## src/fan_pwm_consts.vh

```
`ifndef FAN_PWM_CONSTS_VH
`define FAN_PWM_CONSTS_VH

// ==========================================================
// Clock and timing
`define CLOCK_HZ 200000000
`define PWM_FREQ_HZ 22500
`define PWM_PERIOD_STEPS 255
`define PWM_STEP_CYCLES (`CLOCK_HZ / (`PWM_FREQ_HZ * `PWM_PERIOD_STEPS))
`define MS_PER_S 1000
`define MS_CYCLES (`CLOCK_HZ / `MS_PER_S)

// ==========================================================
// Duty encoding
`define DUTY_ZERO 8'h00
`define DUTY_FULL 8'hff
`define STEP_NORMAL 8'h14
`define STEP_ALTERNATE 8'h09

// ==========================================================
// Global register offsets
`define REG_CONTROL 8'h00
`define REG_RAMP_MS 8'h01
`define REG_PHOT_LIMIT 8'h02
`define CTRL_FORCE_FULL_BIT 0

// ==========================================================
// Per-channel register block
`define CH_BASE_NIBBLE 4'h1
`define CH_CTRL 3'h0
`define CH_MANUAL_DUTY 3'h1
`define CH_BIND 3'h2
`define CH_SPIN_CODE 3'h3
`define CH_SPIN_MS 3'h4
`define CH_FINAL_DUTY 3'h5
`define CHCTRL_MANUAL_BIT 0
`define CHCTRL_ALT_BIT 1
`define CHCTRL_FSEL_LSB 2
`define CHCTRL_FSEL_MSB 4
`define BIND_VRD_LSB 0
`define BIND_VRD_MSB 1
`define BIND_PHOT_LSB 2
`define BIND_PHOT_MSB 3

// ==========================================================
// Reset values
`define RST_CONTROL 8'h00
`define RST_RAMP_MS 8'h0a
`define RST_PHOT_LIMIT 8'h50
`define RST_CH_CTRL 8'h00
`define RST_MANUAL_DUTY 8'h00
`define RST_BIND 8'h05
`define RST_SPIN_CODE 8'h0d
`define RST_SPIN_MS 8'h64

`endif

```

## src/duty_code_map_unused_guard.v

```verilog
`timescale 1ns/1ps
`default_nettype none
`default_nettype wire

```

## src/fan_pwm_duty_arbitration.v

```verilog
// Behaviour
// Each output runs near 22.5 kHz; per-channel control selects slower rates.
// Alternate step mapping selectable at any rate, governs auto and 4-bit fields.
// Alternate map: 0 off, 1-10 from 25 to 57.14%, 11-13 up to 100%.
// Final duty is max of forced, ramps, and manual or spin-up/auto.
// Zone boost, tach limit or override bit force every output full.
// Regulator hot on an idle ramp captures other request plus one step.
// While hot and ramp active, add a step each interval, saturating full.
// When not hot, subtract a step each interval; retire below other request.
// Capture repeats only after ramp retired; short drops do not restart.
// Ramp only affects bound outputs; every output owns independent ramps.
// Processor-hot ramp follows measurement above threshold, down after new one.
// Each processor-hot input has its own binding to outputs.
// Manual duty follows software, higher functions may still raise it.
// Final duty leaving zero starts spin-up duty for programmed time; the code ignores spin-up duty while manual mode is set.
// Ramp steps use current mapping step size, clamped to duty range.
`timescale 1ns/1ps
`default_nettype none
`include "fan_pwm_consts.vh"

module fan_pwm_duty_arbitration #(
    parameter NUM_PWM = 2,
    parameter MS_CYCLES = `MS_CYCLES
) (
    // Clock and reset
    input wire clock,
    input wire reset,
    // Register port
    input wire [7:0] reg_addr,
    input wire [7:0] reg_wdata,
    input wire reg_write,
    input wire reg_read,
    output reg [7:0] reg_rdata_r,
    // Force-full causes
    input wire [3:0] zone_boost_active,
    input wire tach_limit_exceeded,
    // Regulator hot pins, active low
    input wire [1:0] regulator_hot_input_n,
    // Processor hot measurements and strobes
    input wire [15:0] processor_hot_measure,
    input wire [1:0] processor_hot_new,
    // Auto step codes
    input wire [4*NUM_PWM-1:0] auto_step,
    // Fan power stage drive
    output reg [NUM_PWM-1:0] fan_pwm_output
);

    // ==========================================================
    // Helpers
    function [7:0] max8;
        input [7:0] a;
        input [7:0] b;
        begin
            max8 = (a > b) ? a : b;
        end
    endfunction

    // ==========================================================
    // Global registers and shared timing
    reg [7:0] control_r;
    reg [7:0] ramp_ms_r;
    reg [7:0] phot_limit_r;
    reg [17:0] ms_div_r;
    reg ms_tick_r;
    reg [2:0] vrd_sync0_r;
    reg [2:0] vrd_sync1_r;
    reg [1:0] regulator_hot_input_r;
    reg [1:0] phot_over_r;
    wire force_full;
    wire global_wr;
    wire [NUM_PWM*8-1:0] ch_rd_bus;

    assign global_wr = reg_write && reg_addr[7:4] == 4'h0;

    // Software writes to global registers
    always @(posedge clock) begin
        if (reset) begin
            control_r <= `RST_CONTROL;
            ramp_ms_r <= `RST_RAMP_MS;
            phot_limit_r <= `RST_PHOT_LIMIT;
        end else if (global_wr) begin
            case (reg_addr)
                `REG_CONTROL: control_r <= reg_wdata;
                `REG_RAMP_MS: ramp_ms_r <= reg_wdata;
                `REG_PHOT_LIMIT: phot_limit_r <= reg_wdata;
                default: control_r <= control_r;
            endcase
        end
    end

    // Millisecond enable
    always @(posedge clock) begin
        if (reset) begin
            ms_div_r <= 18'h00000;
            ms_tick_r <= 1'b0;
        end else if (ms_div_r >= MS_CYCLES - 1) begin
            ms_div_r <= 18'h00000;
            ms_tick_r <= 1'b1;
        end else begin
            ms_div_r <= ms_div_r + 18'h00001;
            ms_tick_r <= 1'b0;
        end
    end

    // Pin synchroniser; a level counts once stages two and three agree
    always @(posedge clock) begin
        if (reset) begin
            vrd_sync0_r <= 3'h7;
            vrd_sync1_r <= 3'h7;
            regulator_hot_input_r <= 2'h0;
        end else begin
            vrd_sync0_r <= {vrd_sync0_r[1:0], regulator_hot_input_n[0]};
            vrd_sync1_r <= {vrd_sync1_r[1:0], regulator_hot_input_n[1]};
            if (vrd_sync0_r[1] == vrd_sync0_r[2])
                regulator_hot_input_r[0] <= ~vrd_sync0_r[2];
            if (vrd_sync1_r[1] == vrd_sync1_r[2])
                regulator_hot_input_r[1] <= ~vrd_sync1_r[2];
        end
    end

    // Over-limit state changes only on a fresh measurement
    always @(posedge clock) begin
        if (reset) begin
            phot_over_r <= 2'h0;
        end else begin
            if (processor_hot_new[0])
                phot_over_r[0] <= processor_hot_measure[7:0] > phot_limit_r;
            if (processor_hot_new[1])
                phot_over_r[1] <= processor_hot_measure[15:8] > phot_limit_r;
        end
    end

    // Any force cause means full
    assign force_full = (|zone_boost_active) || tach_limit_exceeded ||
                        control_r[`CTRL_FORCE_FULL_BIT];

    // ==========================================================
    // Per-channel arbitration and PWM
    genvar ch;
    generate
        for (ch = 0; ch < NUM_PWM; ch = ch + 1) begin : chan
            reg [7:0] ctrl_r;
            reg [7:0] manual_r;
            reg [7:0] bind_r;
            reg [7:0] spin_code_r;
            reg [7:0] spin_ms_r;
            reg [7:0] final_r;
            reg [7:0] spin_cnt_r;
            reg [15:0] pre_r;
            reg [7:0] phase_r;
            reg [7:0] rd_r;
            wire [7:0] auto_duty;
            wire [7:0] spin_duty;
            wire [7:0] step;
            wire [7:0] base;
            wire [7:0] forced;
            wire [7:0] other;
            wire [7:0] cand;
            wire [7:0] final_nxt;
            wire [7:0] vrd_duty;
            wire [7:0] phot_duty;
            wire vrd_act;
            wire phot_act;
            wire regulator_hot_input_bound;
            wire phot_hot_bound;
            wire alt;
            wire manual;
            wire ch_wr;
            wire [31:0] pre_limit;

            assign alt = ctrl_r[`CHCTRL_ALT_BIT];
            assign manual = ctrl_r[`CHCTRL_MANUAL_BIT];
            assign ch_wr = reg_write && reg_addr[7:4] == `CH_BASE_NIBBLE &&
                           reg_addr[3] == ch;

            // Channel register writes
            always @(posedge clock) begin
                if (reset) begin
                    ctrl_r <= `RST_CH_CTRL;
                    manual_r <= `RST_MANUAL_DUTY;
                    bind_r <= `RST_BIND;
                    spin_code_r <= `RST_SPIN_CODE;
                    spin_ms_r <= `RST_SPIN_MS;
                end else if (ch_wr) begin
                    case (reg_addr[2:0])
                        `CH_CTRL: ctrl_r <= reg_wdata;
                        `CH_MANUAL_DUTY: manual_r <= reg_wdata;
                        `CH_BIND: bind_r <= reg_wdata;
                        `CH_SPIN_CODE: spin_code_r <= reg_wdata;
                        `CH_SPIN_MS: spin_ms_r <= reg_wdata;
                        default: ctrl_r <= ctrl_r;
                    endcase
                end
            end

            // Step codes share the channel mapping
            duty_code_map auto_map (
                .code(auto_step[4*ch+3:4*ch]),
                .alternate(alt),
                .duty(auto_duty),
                .step(step)
            );
            duty_code_map spin_map (
                .code(spin_code_r[3:0]),
                .alternate(alt),
                .duty(spin_duty),
                .step()
            );

            // Bindings pick hot sources
            assign regulator_hot_input_bound = |(regulator_hot_input_r &
                bind_r[`BIND_VRD_MSB:`BIND_VRD_LSB]);
            assign phot_hot_bound = |(phot_over_r &
                bind_r[`BIND_PHOT_MSB:`BIND_PHOT_LSB]);

            // Ramps see the other functions except each other, no loop
            assign forced = force_full ? `DUTY_FULL : `DUTY_ZERO;
            assign base = manual ? manual_r
                : max8(spin_cnt_r != 8'h00 ? spin_duty : `DUTY_ZERO,
                       auto_duty);
            assign other = max8(forced, base);

            fan_ramp vrd_ramp (
                .clock(clock),
                .reset(reset),
                .ms_tick(ms_tick_r),
                .interval_ms(ramp_ms_r),
                .hot(regulator_hot_input_bound),
                .other_duty(other),
                .step(step),
                .active_r(vrd_act),
                .ramp_duty_r(vrd_duty)
            );
            fan_ramp phot_ramp (
                .clock(clock),
                .reset(reset),
                .ms_tick(ms_tick_r),
                .interval_ms(ramp_ms_r),
                .hot(phot_hot_bound),
                .other_duty(other),
                .step(step),
                .active_r(phot_act),
                .ramp_duty_r(phot_duty)
            );

            // Priority combination by maximum
            assign cand = max8(max8(other, vrd_act ? vrd_duty : `DUTY_ZERO),
                               phot_act ? phot_duty : `DUTY_ZERO);
            assign final_nxt = cand;

            // Final duty and spin-up timer
            always @(posedge clock) begin
                if (reset) begin
                    final_r <= `DUTY_ZERO;
                    spin_cnt_r <= 8'h00;
                end else begin
                    final_r <= final_nxt;
                    if (final_r == `DUTY_ZERO && final_nxt != `DUTY_ZERO &&
                        spin_cnt_r == 8'h00)
                        spin_cnt_r <= spin_ms_r;
                    else if (ms_tick_r && spin_cnt_r != 8'h00)
                        spin_cnt_r <= spin_cnt_r - 8'h01;
                end
            end

            // Step prescaler, power-of-two rates
            assign pre_limit = (32'h00000001 << ctrl_r[`CHCTRL_FSEL_MSB:
                `CHCTRL_FSEL_LSB]) * `PWM_STEP_CYCLES;

            // Waveform; full duty holds the output high throughout
            always @(posedge clock) begin
                if (reset) begin
                    pre_r <= 16'h0000;
                    phase_r <= 8'h00;
                    fan_pwm_output[ch] <= 1'b0;
                end else begin
                    if (pre_r + 16'h0001 >= pre_limit) begin
                        pre_r <= 16'h0000;
                        if (phase_r >= `PWM_PERIOD_STEPS - 1)
                            phase_r <= 8'h00;
                        else
                            phase_r <= phase_r + 8'h01;
                    end else begin
                        pre_r <= pre_r + 16'h0001;
                    end
                    fan_pwm_output[ch] <= (final_r == `DUTY_FULL) ||
                                          (phase_r < final_r);
                end
            end

            // Channel read mux
            always @* begin
                rd_r = 8'h00;
                case (reg_addr[2:0])
                    `CH_CTRL: rd_r = ctrl_r;
                    `CH_MANUAL_DUTY: rd_r = manual_r;
                    `CH_BIND: rd_r = bind_r;
                    `CH_SPIN_CODE: rd_r = spin_code_r;
                    `CH_SPIN_MS: rd_r = spin_ms_r;
                    `CH_FINAL_DUTY: rd_r = final_r;
                    default: rd_r = 8'h00;
                endcase
            end
            assign ch_rd_bus[8*ch+7:8*ch] = rd_r;
        end
    endgenerate

    // ==========================================================
    // Read data, one cycle only
    always @(posedge clock) begin
        if (reset) begin
            reg_rdata_r <= 8'h00;
        end else if (!reg_read) begin
            reg_rdata_r <= 8'h00;
        end else if (reg_addr[7:4] == `CH_BASE_NIBBLE &&
                     reg_addr[3] < NUM_PWM) begin
            reg_rdata_r <= ch_rd_bus[8*reg_addr[3] +: 8];
        end else begin
            case (reg_addr)
                `REG_CONTROL: reg_rdata_r <= control_r;
                `REG_RAMP_MS: reg_rdata_r <= ramp_ms_r;
                `REG_PHOT_LIMIT: reg_rdata_r <= phot_limit_r;
                default: reg_rdata_r <= 8'h00;
            endcase
        end
    end

endmodule // fan_pwm_duty_arbitration
`default_nettype wire

```

## src/duty_code_map.v

```verilog
`timescale 1ns/1ps
`default_nettype none
`include "fan_pwm_consts.vh"

// ==========================================================
// Step code to duty
module duty_code_map (
    // Code and mapping select
    input wire [3:0] code,
    input wire alternate,
    // Duty and step
    output reg [7:0] duty,
    output wire [7:0] step
);

    // Reserved codes fall back to full duty, the safe side for a fan
    always @* begin
        duty = `DUTY_FULL;
        if (alternate) begin
            case (code)
                4'h0: duty = 8'h00;
                4'h1: duty = 8'h40;
                4'h2: duty = 8'h49;
                4'h3: duty = 8'h52;
                4'h4: duty = 8'h5b;
                4'h5: duty = 8'h64;
                4'h6: duty = 8'h6d;
                4'h7: duty = 8'h76;
                4'h8: duty = 8'h80;
                4'h9: duty = 8'h89;
                4'ha: duty = 8'h92;
                4'hb: duty = 8'hb6;
                4'hc: duty = 8'hdb;
                4'hd: duty = 8'hff;
                default: duty = `DUTY_FULL;
            endcase
        end else begin
            // Linear, 13 and up full
            if (code < 4'hd)
                duty = 8'h14 * {4'h0, code};
            else
                duty = `DUTY_FULL;
        end
    end

    // Step follows the selected mapping
    assign step = alternate ? `STEP_ALTERNATE : `STEP_NORMAL;

endmodule // duty_code_map
`default_nettype wire

```

## src/fan_ramp.v

```verilog
`timescale 1ns/1ps
`default_nettype none
`include "fan_pwm_consts.vh"

// ==========================================================
// One hot ramp
module fan_ramp (
    // Clock and reset
    input wire clock,
    input wire reset,
    // Timing
    input wire ms_tick,
    input wire [7:0] interval_ms,
    // Condition and reference
    input wire hot,
    input wire [7:0] other_duty,
    input wire [7:0] step,
    // Request
    output reg active_r,
    output reg [7:0] ramp_duty_r
);

    reg [7:0] ms_cnt_r;
    wire [8:0] up_sum;
    wire [7:0] up_sat;
    wire [7:0] other_up_sat;
    wire [7:0] down_sat;
    wire [8:0] other_sum;
    wire interval_done;

    // Saturating arithmetic
    assign up_sum = {1'b0, ramp_duty_r} + {1'b0, step};
    assign up_sat = up_sum[8] ? `DUTY_FULL : up_sum[7:0];
    assign other_sum = {1'b0, other_duty} + {1'b0, step};
    assign other_up_sat = other_sum[8] ? `DUTY_FULL : other_sum[7:0];
    assign down_sat = (ramp_duty_r > step) ? ramp_duty_r - step
                                           : `DUTY_ZERO;
    // An interval of zero behaves as one millisecond
    assign interval_done = ms_tick && (ms_cnt_r + 8'h01 >= interval_ms);

    // Ramp state
    always @(posedge clock) begin
        if (reset) begin
            active_r <= 1'b0;
            ramp_duty_r <= `DUTY_ZERO;
            ms_cnt_r <= 8'h00;
        end else if (!active_r) begin
            // Only a retired ramp may capture again
            if (hot) begin
                active_r <= 1'b1;
                ramp_duty_r <= other_up_sat;
                ms_cnt_r <= 8'h00;
            end
        end else if (!hot && ramp_duty_r < other_duty) begin
            active_r <= 1'b0;
            ramp_duty_r <= `DUTY_ZERO;
            ms_cnt_r <= 8'h00;
        end else if (ms_tick) begin
            if (interval_done) begin
                ms_cnt_r <= 8'h00;
                ramp_duty_r <= hot ? up_sat : down_sat;
            end else begin
                ms_cnt_r <= ms_cnt_r + 8'h01;
            end
        end
    end

endmodule // fan_ramp
`default_nettype wire

```

## config.mk

```make
export PLATFORM = sky130hd
export DESIGN_NAME = fan_pwm_duty_arbitration
export DESIGN_NICKNAME = d
export VERILOG_FILES = /design/src/duty_code_map_unused_guard.v /design/src/fan_pwm_duty_arbitration.v /design/src/duty_code_map.v /design/src/fan_ramp.v
export VERILOG_INCLUDE_DIRS = /design/src
export SDC_FILE = /design/constraint.sdc
export NUM_CORES = 1
export LEC_CHECK = 0
export ABC_AREA = 1
export BUFFER_PORTS_ARGS = -buffer_cell sky130_fd_sc_hd__buf_2
export CORE_MARGIN = 2
export CORE_UTILIZATION = 35
export DETAILED_ROUTE_END_ITERATION = 6
export SLEW_MARGIN = 20
export SYNTH_ARGS = -nofsm -noshare
export SYNTH_HDL_FRONTEND = slang
export SYNTH_SLANG_ARGS = --single-unit
```

## constraint.sdc

```tcl
create_clock -name clock -period 7 [get_ports clock]
set_input_delay 0.35 -clock clock [delete_from_list [all_inputs] [get_ports clock]]
set_output_delay 0.35 -clock clock [all_outputs]
set_load 0.02 [all_outputs]
```

# Word level (Yosys, flattened, before mapping)
# Memories as Yosys holds them, arrays and structs flattened. A register that Yosys moved wholly into a read port is not among the register bits.
# Cells that the tools add are included.
word_totals:
  rom_bits: 512
  word_cells: 322
  in_bits: 53
  regBits: 291
  out_inout_bits: 10
  mem_count: 4
mem_list:
  columns: ["memory", "words", "word_bits", "rd", "rd_clocked_by_memory_dff", "wr", "line", "text"]
  rows:
  - ["(no name shown)", 16, 8, 1, 0, 0, "duty_code_map.v:20", "case (code)"]
  - ["(no name shown)", 16, 8, 1, 1, 0, "duty_code_map.v:20", null]
  - ["(no name shown)", 16, 8, 1, 0, 0, "duty_code_map.v:20", null]
  - ["(no name shown)", 16, 8, 1, 1, 0, "duty_code_map.v:20", null]
op_classes:
  bitwise_logic: 8
  n_shift: 3
  add_sub_neg: 23
  n_reduce_logical: 73
  n_mux: 108
  n_mul: 6
  order_cmp: 33
  eq_ne: 20
ops:
  columns: ["op", "count"]
  rows:
  - ["$mux 8", 86]
  - ["$pmux 8 s6", 2]
  - ["$gt 8x8->1", 10]
  - ["$ge 17x32->1", 2]
  - ["$mul 32x5->31 const B", 2]
  - ["$shl 1x3->32 const A", 2]
  - ["$add 8x5->9", 6]
  - ["$add 8x1->8 const B", 6]
  - ["$lt 8x8->1", 6]
  - ["$logic_not 8->1", 5]
  - ["$add 16x1->17 const B", 2]
  - ["$reduce_and 2->1", 17]
  - ["$add 16x1->16 const B", 2]
  - ["$ge 8x8->1", 4]
  - ["$gt 8x5->1", 4]
  - ["$reduce_bool 8->1", 4]
  - ["$sub 8x5->8", 4]
  - ["$mul 3x4->6 const A", 4]
  - ["$ne 3x3->1 const B", 8]
  - ["$pmux 8 s3", 1]
  - ["$add 18x1->18 const B", 1]
  - ["$ge 18x18->1 const B", 1]
  - ["$logic_and 1x1->1", 18]
  - ["$eq 8x8->1 const B", 2]
  - ["24 further kinds", 75]

# Logic depth before layout (Yosys ltp)
logic_depth:
  word_depth: 17
  mapped_depth: 62
  ltp_nobuf: 61

# Hierarchy
# Synthesis repeated with hierarchy kept, for this count alone.
hier_totals:
  cells_unflattened: 4178
  hier_area_um2: 26527.9
modules_own_cells:
  columns: ["mod", "seq_area_each_um2", "instances", "area_per_inst_um2", "cells_each"]
  rows:
  - ["fan_pwm_duty_arbitration", 4464.3, 1, 14138.6, 2033]
  - ["fan_ramp", 340.3, 4, 2702.6, 471]
  - ["duty_code_map at chan[0].auto_map ...", 0.0, 3, 395.4, 66]
  - ["duty_code_map at chan[1].spin_map", 0.0, 1, 392.9, 63]

# Least setup slack after synthesis
# No wires, ideal clock.
synth_timing:
  path_kind: "register to register"
  start: "register chan[0].spin_code_r[3]"
  end: "register chan[0].spin_cnt_r[0]"
  required_time_ns: 6.882
  setup_time_ns: 0.118
  period_less_slack_ns: 7.220
  slack_ns: -0.220
  stages_incl_launch_ff: 45
  arrival_time_ns: 7.102
  n_path_buf: 1
  path_cell_list: "dfxtp_1 > ha_1 > ha_1 > fa_1 > xnor2_1 > a211oi_1 > ha_1 > a21o_1 > nor2_1 > nand2_1 > nand2_2 > a21oi_1 > o21ai_0 > o21ai_0 > inv_1 > ha_1 > nand2_1 > inv_1 > [... 9 more ...] > nor2_1 > a211oi_1 > nand2_4 > nand3_1 > nand2_1 > ha_1 > nand4_1 > o31ai_1 > inv_1 > nand3_1 > nand2_1 > nand2_1 > nor2_1 > nand2_2 > nand2_2 > buf_6 > o21ai_1 > nor2_1"
synth_via:
  elab_chain_len: 17
  word_cells_on_any_way: 19
  cone_classes: "mul: 1; order compare: 5; mux: 9; reduce/logical: 4"
synth_rtl:
  columns: ["item", "line", "text"]
  rows:
  - ["from (decl)", "fan_pwm_duty_arbitration.v:145", "reg [7:0] spin_code_r;"]
  - ["from (signal assigned)", "fan_pwm_duty_arbitration.v:182", "spin_code_r <= `RST_SPIN_CODE;"]
  - ["from (signal assigned)", "fan_pwm_duty_arbitration.v:189", "`CH_SPIN_CODE: spin_code_r <= reg_wdata;"]
  - ["$mul 3x4->6 / $lt 4x4->1 (equally long branches)", "duty_code_map.v:40, duty_code_map.v:39", null]
  - ["$mux 8 (*)", "duty_code_map.v:39", "if (code < 4'hd)"]
  - ["$mux 8 (*)", "duty_code_map.v:19", "if (alternate) begin"]
  - ["$mux 8 (no source line) (*)", null, null]
  - ["$gt 8x8->1", "fan_pwm_duty_arbitration.v:54", "max8 = (a > b) ? a : b;"]
  - ["$mux 8 (*)", "fan_pwm_duty_arbitration.v:54", null]
  - ["$mux 8 (*)", "fan_pwm_duty_arbitration.v:218", "assign base = manual ? manual_r"]
  - ["$gt 8x8->1", "fan_pwm_duty_arbitration.v:54", null]
  - ["$mux 8 (*)", "fan_pwm_duty_arbitration.v:54", null]
  - ["$gt 8x8->1", "fan_pwm_duty_arbitration.v:54", null]
  - ["$mux 8 (*)", "fan_pwm_duty_arbitration.v:54", null]
  - ["$gt 8x8->1", "fan_pwm_duty_arbitration.v:54", null]
  - ["$mux 8 (*)", "fan_pwm_duty_arbitration.v:54", null]
  - ["$reduce_bool 8->1 (no source line) (*)", null, null]
  - ["$logic_and 1x1->1 (no source line) (*)", null, null]
  - ["$logic_and 1x1->1 (*)", "fan_pwm_duty_arbitration.v:258", "if (final_r == `DUTY_ZERO && final_nxt != `DUTY_ZERO &&"]
  - ["$mux 8 / $reduce_bool 2->1 (equally long branches)", null, null]
  - ["to (signal assigned)", "fan_pwm_duty_arbitration.v:260", "spin_cnt_r <= spin_ms_r;"]
  - ["to (signal assigned)", "fan_pwm_duty_arbitration.v:262", "spin_cnt_r <= spin_cnt_r - 8'h01;"]
  - ["to (decl)", "fan_pwm_duty_arbitration.v:148", "reg [7:0] spin_cnt_r;"]
# Mark *: on every way between the ends. The rest lies on a longest branch, timed or not.
# A chain may end at the register's enable or synchronous reset.

# Worst setup path in the final report
layout_timing:
  start: "register chan[0].spin_code_r[3]"
  end: "register chan[0].spin_cnt_r[2]"
# The elaborated chain is that of the path after synthesis.

==> run metrics <==
minimum hold slack 49.3 ps; PnR worst setup slack -150 ps; CP arrival 7630 ps; slowest cell delay on critical path 390 ps; Num Clock Sinks 301; Initial Utilization 35.2%; top flop regs chan.pre_r (32), ms_div_r (18); Die H 258 um; dpl cell area 0.0249 sq mm; critical path class reg2reg; Worst Setup Start Kind register; Worst slew margin 27.3%; Post-Syn Area 0.0226 sq mm; pwr/cell area 573 mW/mm^2; Largest register FFs 32; Post-synth EDFFs 0; Iter 0 DRT Violations 1407; CTS tree yes; total gr overflow 0; # H-tree levels 2; final setup fails 15; crit path max-delay cell type fa_2; drt pass-1 iters 5; number of port buffers 62; CTS max path bufs 3; register area 0.00603 sq mm; period utilisation layout 102%; vias post-DR 22521; row count 93; WL final 67600 um; IO Count 63; Max Cap Viol 0; mean post-synth cell area 6.86 sq um; Final GP Congestion 0.892; clock skew 18.0 ps; first-pass GRT wire length 107000 um; CTS Buf Count 38; Worst-Margin Slew 1090 ps; diode count 0; die area 0.0665 sq mm; Yosys cell types 69; leakage 13.3 nW; CP endpoint kind register; Crit path required time 7480 ps; Finished Cell Area 0.0282 sq mm; Die Span X 258 um; Warnings, synthesis 0; top_reg_cell synth dfxtp_1; vias in the first global route 20847; synthesized instance count 3289; Final Hold Vio Count 0; async set-or-reset flop fraction in the synthesized netlist 0%; RSZ-0062 raised after global routing true; hpwl dp 49300 um; sequential-to-total area share from yosys stat 26.7%; Tot GR Track Use 19.2%; Slew Limit Fails 0; Crit path max-delay family compound AO/OA/AOI/OAI gates; Crit path buffers/inverters 9; Clock Latency Late Sink 550 ps; Tmin final 7150 ps; Hold Crit Class in2reg; f_max 0.140 GHz; Place WS -392 ps; vias per std cell 5.09; multi-input logic area 0.0159 sq mm; antenna violations before repair 0; core area 0.0641 sq mm; # fillers 6434; CP Max Fanout 8; Top reg by flops chan.pre_r; share of layout cells above drive strength 1 19.1%; area delta synth->final 24.9%; largest net degree at the start of global routing 64; drt wl/cell 15.3 um; outcome finished, violations left; Root Driver clkbuf_16; post-layout util 44.0%; Worst VDD drop 0.603 mV; Clock transition at path regs 60 ps; failing checks setup timing; Yosys reg bits 301; nets@finish 3869; Routed Antenna Nets 0; DRC 0
==> per-layer routing <==
layer / share of wire [%] / vias up / track usage, %
met1: 46 / 10364 / 25.7
li1: - / 11513 / -
met5: 0 / - / 0
met2: 47 / 525 / 32.7
met4: 2.5 / 0 / 5.36
met3: 4.6 / 119 / 2.18
==> power breakdown <==
part | internal (W) | leakage, nW | total (W) | switching [W]
clock network | 0.00129 | 0.646 | 0.00210 | 0.000809
registers | 0.00186 | 2.44 | 0.00198 | 0.000126
logic | 0.00556 | 10.2 | 0.0121 | 0.00651
total | 0.00871 | 13.3 | 0.0162 | 0.00744
==> kinds of logic after synthesis <==
| group | after synthesis | share of synthesized area, % |
|---|---|---|
| compound gates | 739 | 19.1 |
| xor+xnor | 82 | 3.18 |
| fa+ha+maj | 275 | 15.4 |
| buf+inv | 573 | 9.72 |
| flops | 301 | 26.7 |
| other cells | 2 | 0.0333 |
| simple gates | 1317 | 25.8 |
==> cells in the final DEF, fill, tap and decap left out, types with 20 or more instances in the layout <==
cell	netlist	final
a21oi_1	286	269
buf_2	7	61
buf_4	1	206
clkbuf_16	0	39
dfxtp_1	301	297
ha_1	269	240
ha_4	0	26
inv_1	463	452
inv_2	20	25
nand2_1	603	527
nand2_2	24	71
nand2_4	10	35
nand3_1	169	134
nand3_2	7	31
nand4_1	40	40
nor2_1	299	288
nor2_2	19	20
nor3_1	77	75
o21a_1	27	27
o21ai_0	222	211
o21ai_1	15	24
o22ai_1	33	28
xnor2_1	21	20
xor2_1	61	61
==> through the flow <==
step	std cells	total power [W]	setup TNS, ps
4_1_cts	4386	0.0133	0
6_report	4425	0.0162	-1590
3_5_place_dp	4300	0.0105	-4770
5_1_grt	4425	0.0175	-7200
2_1_floorplan	3293	0.00715	0
3_3_place_gp	4300	0.0104	-2730
==> Yosys cell counts (20+ instances only) <==
| master | count | area share, % |
|---|---|---|
| ha_1 | 269 | 15 |
| xor2_1 | 61 | 2.4 |
| dfxtp_1 | 301 | 27 |
| nand2_2 | 24 | 0.67 |
| nand3_1 | 169 | 3.7 |
| nand2_1 | 603 | 10 |
| o21a_1 | 27 | 0.90 |
| o21ai_0 | 222 | 4.9 |
| xnor2_1 | 21 | 0.81 |
| o22ai_1 | 33 | 0.91 |
| inv_2 | 20 | 0.33 |
| inv_1 | 463 | 7.7 |
| nand4_1 | 40 | 1.1 |
| a21oi_1 | 286 | 6.3 |
| clkbuf_1 | 66 | 1.1 |
| nor3_1 | 77 | 1.7 |
| nor2_1 | 299 | 5.0 |
==> area by class of cell <==
cell class	count	share of cell area, %
clock buffers	54	3.95
clock inverters	15	0.763
inverters	493	6.64
multi-input cells	2423	56.2
flip-flops and latches	301	21.4
well taps	855	3.79
repair buffers	284	7.24
==> worst register-to-register path, delay by kind of cell (launching register included) <==
kind            cells  cell delay [ps]
xor+xnor            1              160
simple gates       19             1580
flops               1              330
compound gates     10             1960
buf+inv             9             1200
fa+ha+maj           7             1840
==> what timing repair did <==
item	4_1_cts	5_1_grt
pin swaps	33	150
cloned	1	3
endpoints found under the hold margin	2	0
resized for setup	60	265
setup endpoints to repair	16	32
hold buffers	2	0
buffers inserted	14	38
==> path summary, 6_finish.rpt <==
| check | from | slack [ps] | end | depth (start not counted) |
|---|---|---|---|---|
| setup reg to reg | chan[0].spin_code_r[3]$_SDFFE_PP1P_ | -150 | chan[0].spin_cnt_r[2]$_SDFFE_PP0P_ | 46 |
| setup / recovery | chan[0].spin_code_r[3]$_SDFFE_PP1P_ | -150 | chan[0].spin_cnt_r[2]$_SDFFE_PP0P_ | 46 |
| hold reg to reg | vrd_sync0_r[0]$_SDFF_PP1_ | 400 | vrd_sync0_r[1]$_SDFF_PP1_ | 1 |
| hold / removal | regulator_hot_input_n[1] | 50 | vrd_sync1_r[0]$_SDFF_PP1_ | 2 |
(Power assumes the default switching activity.)
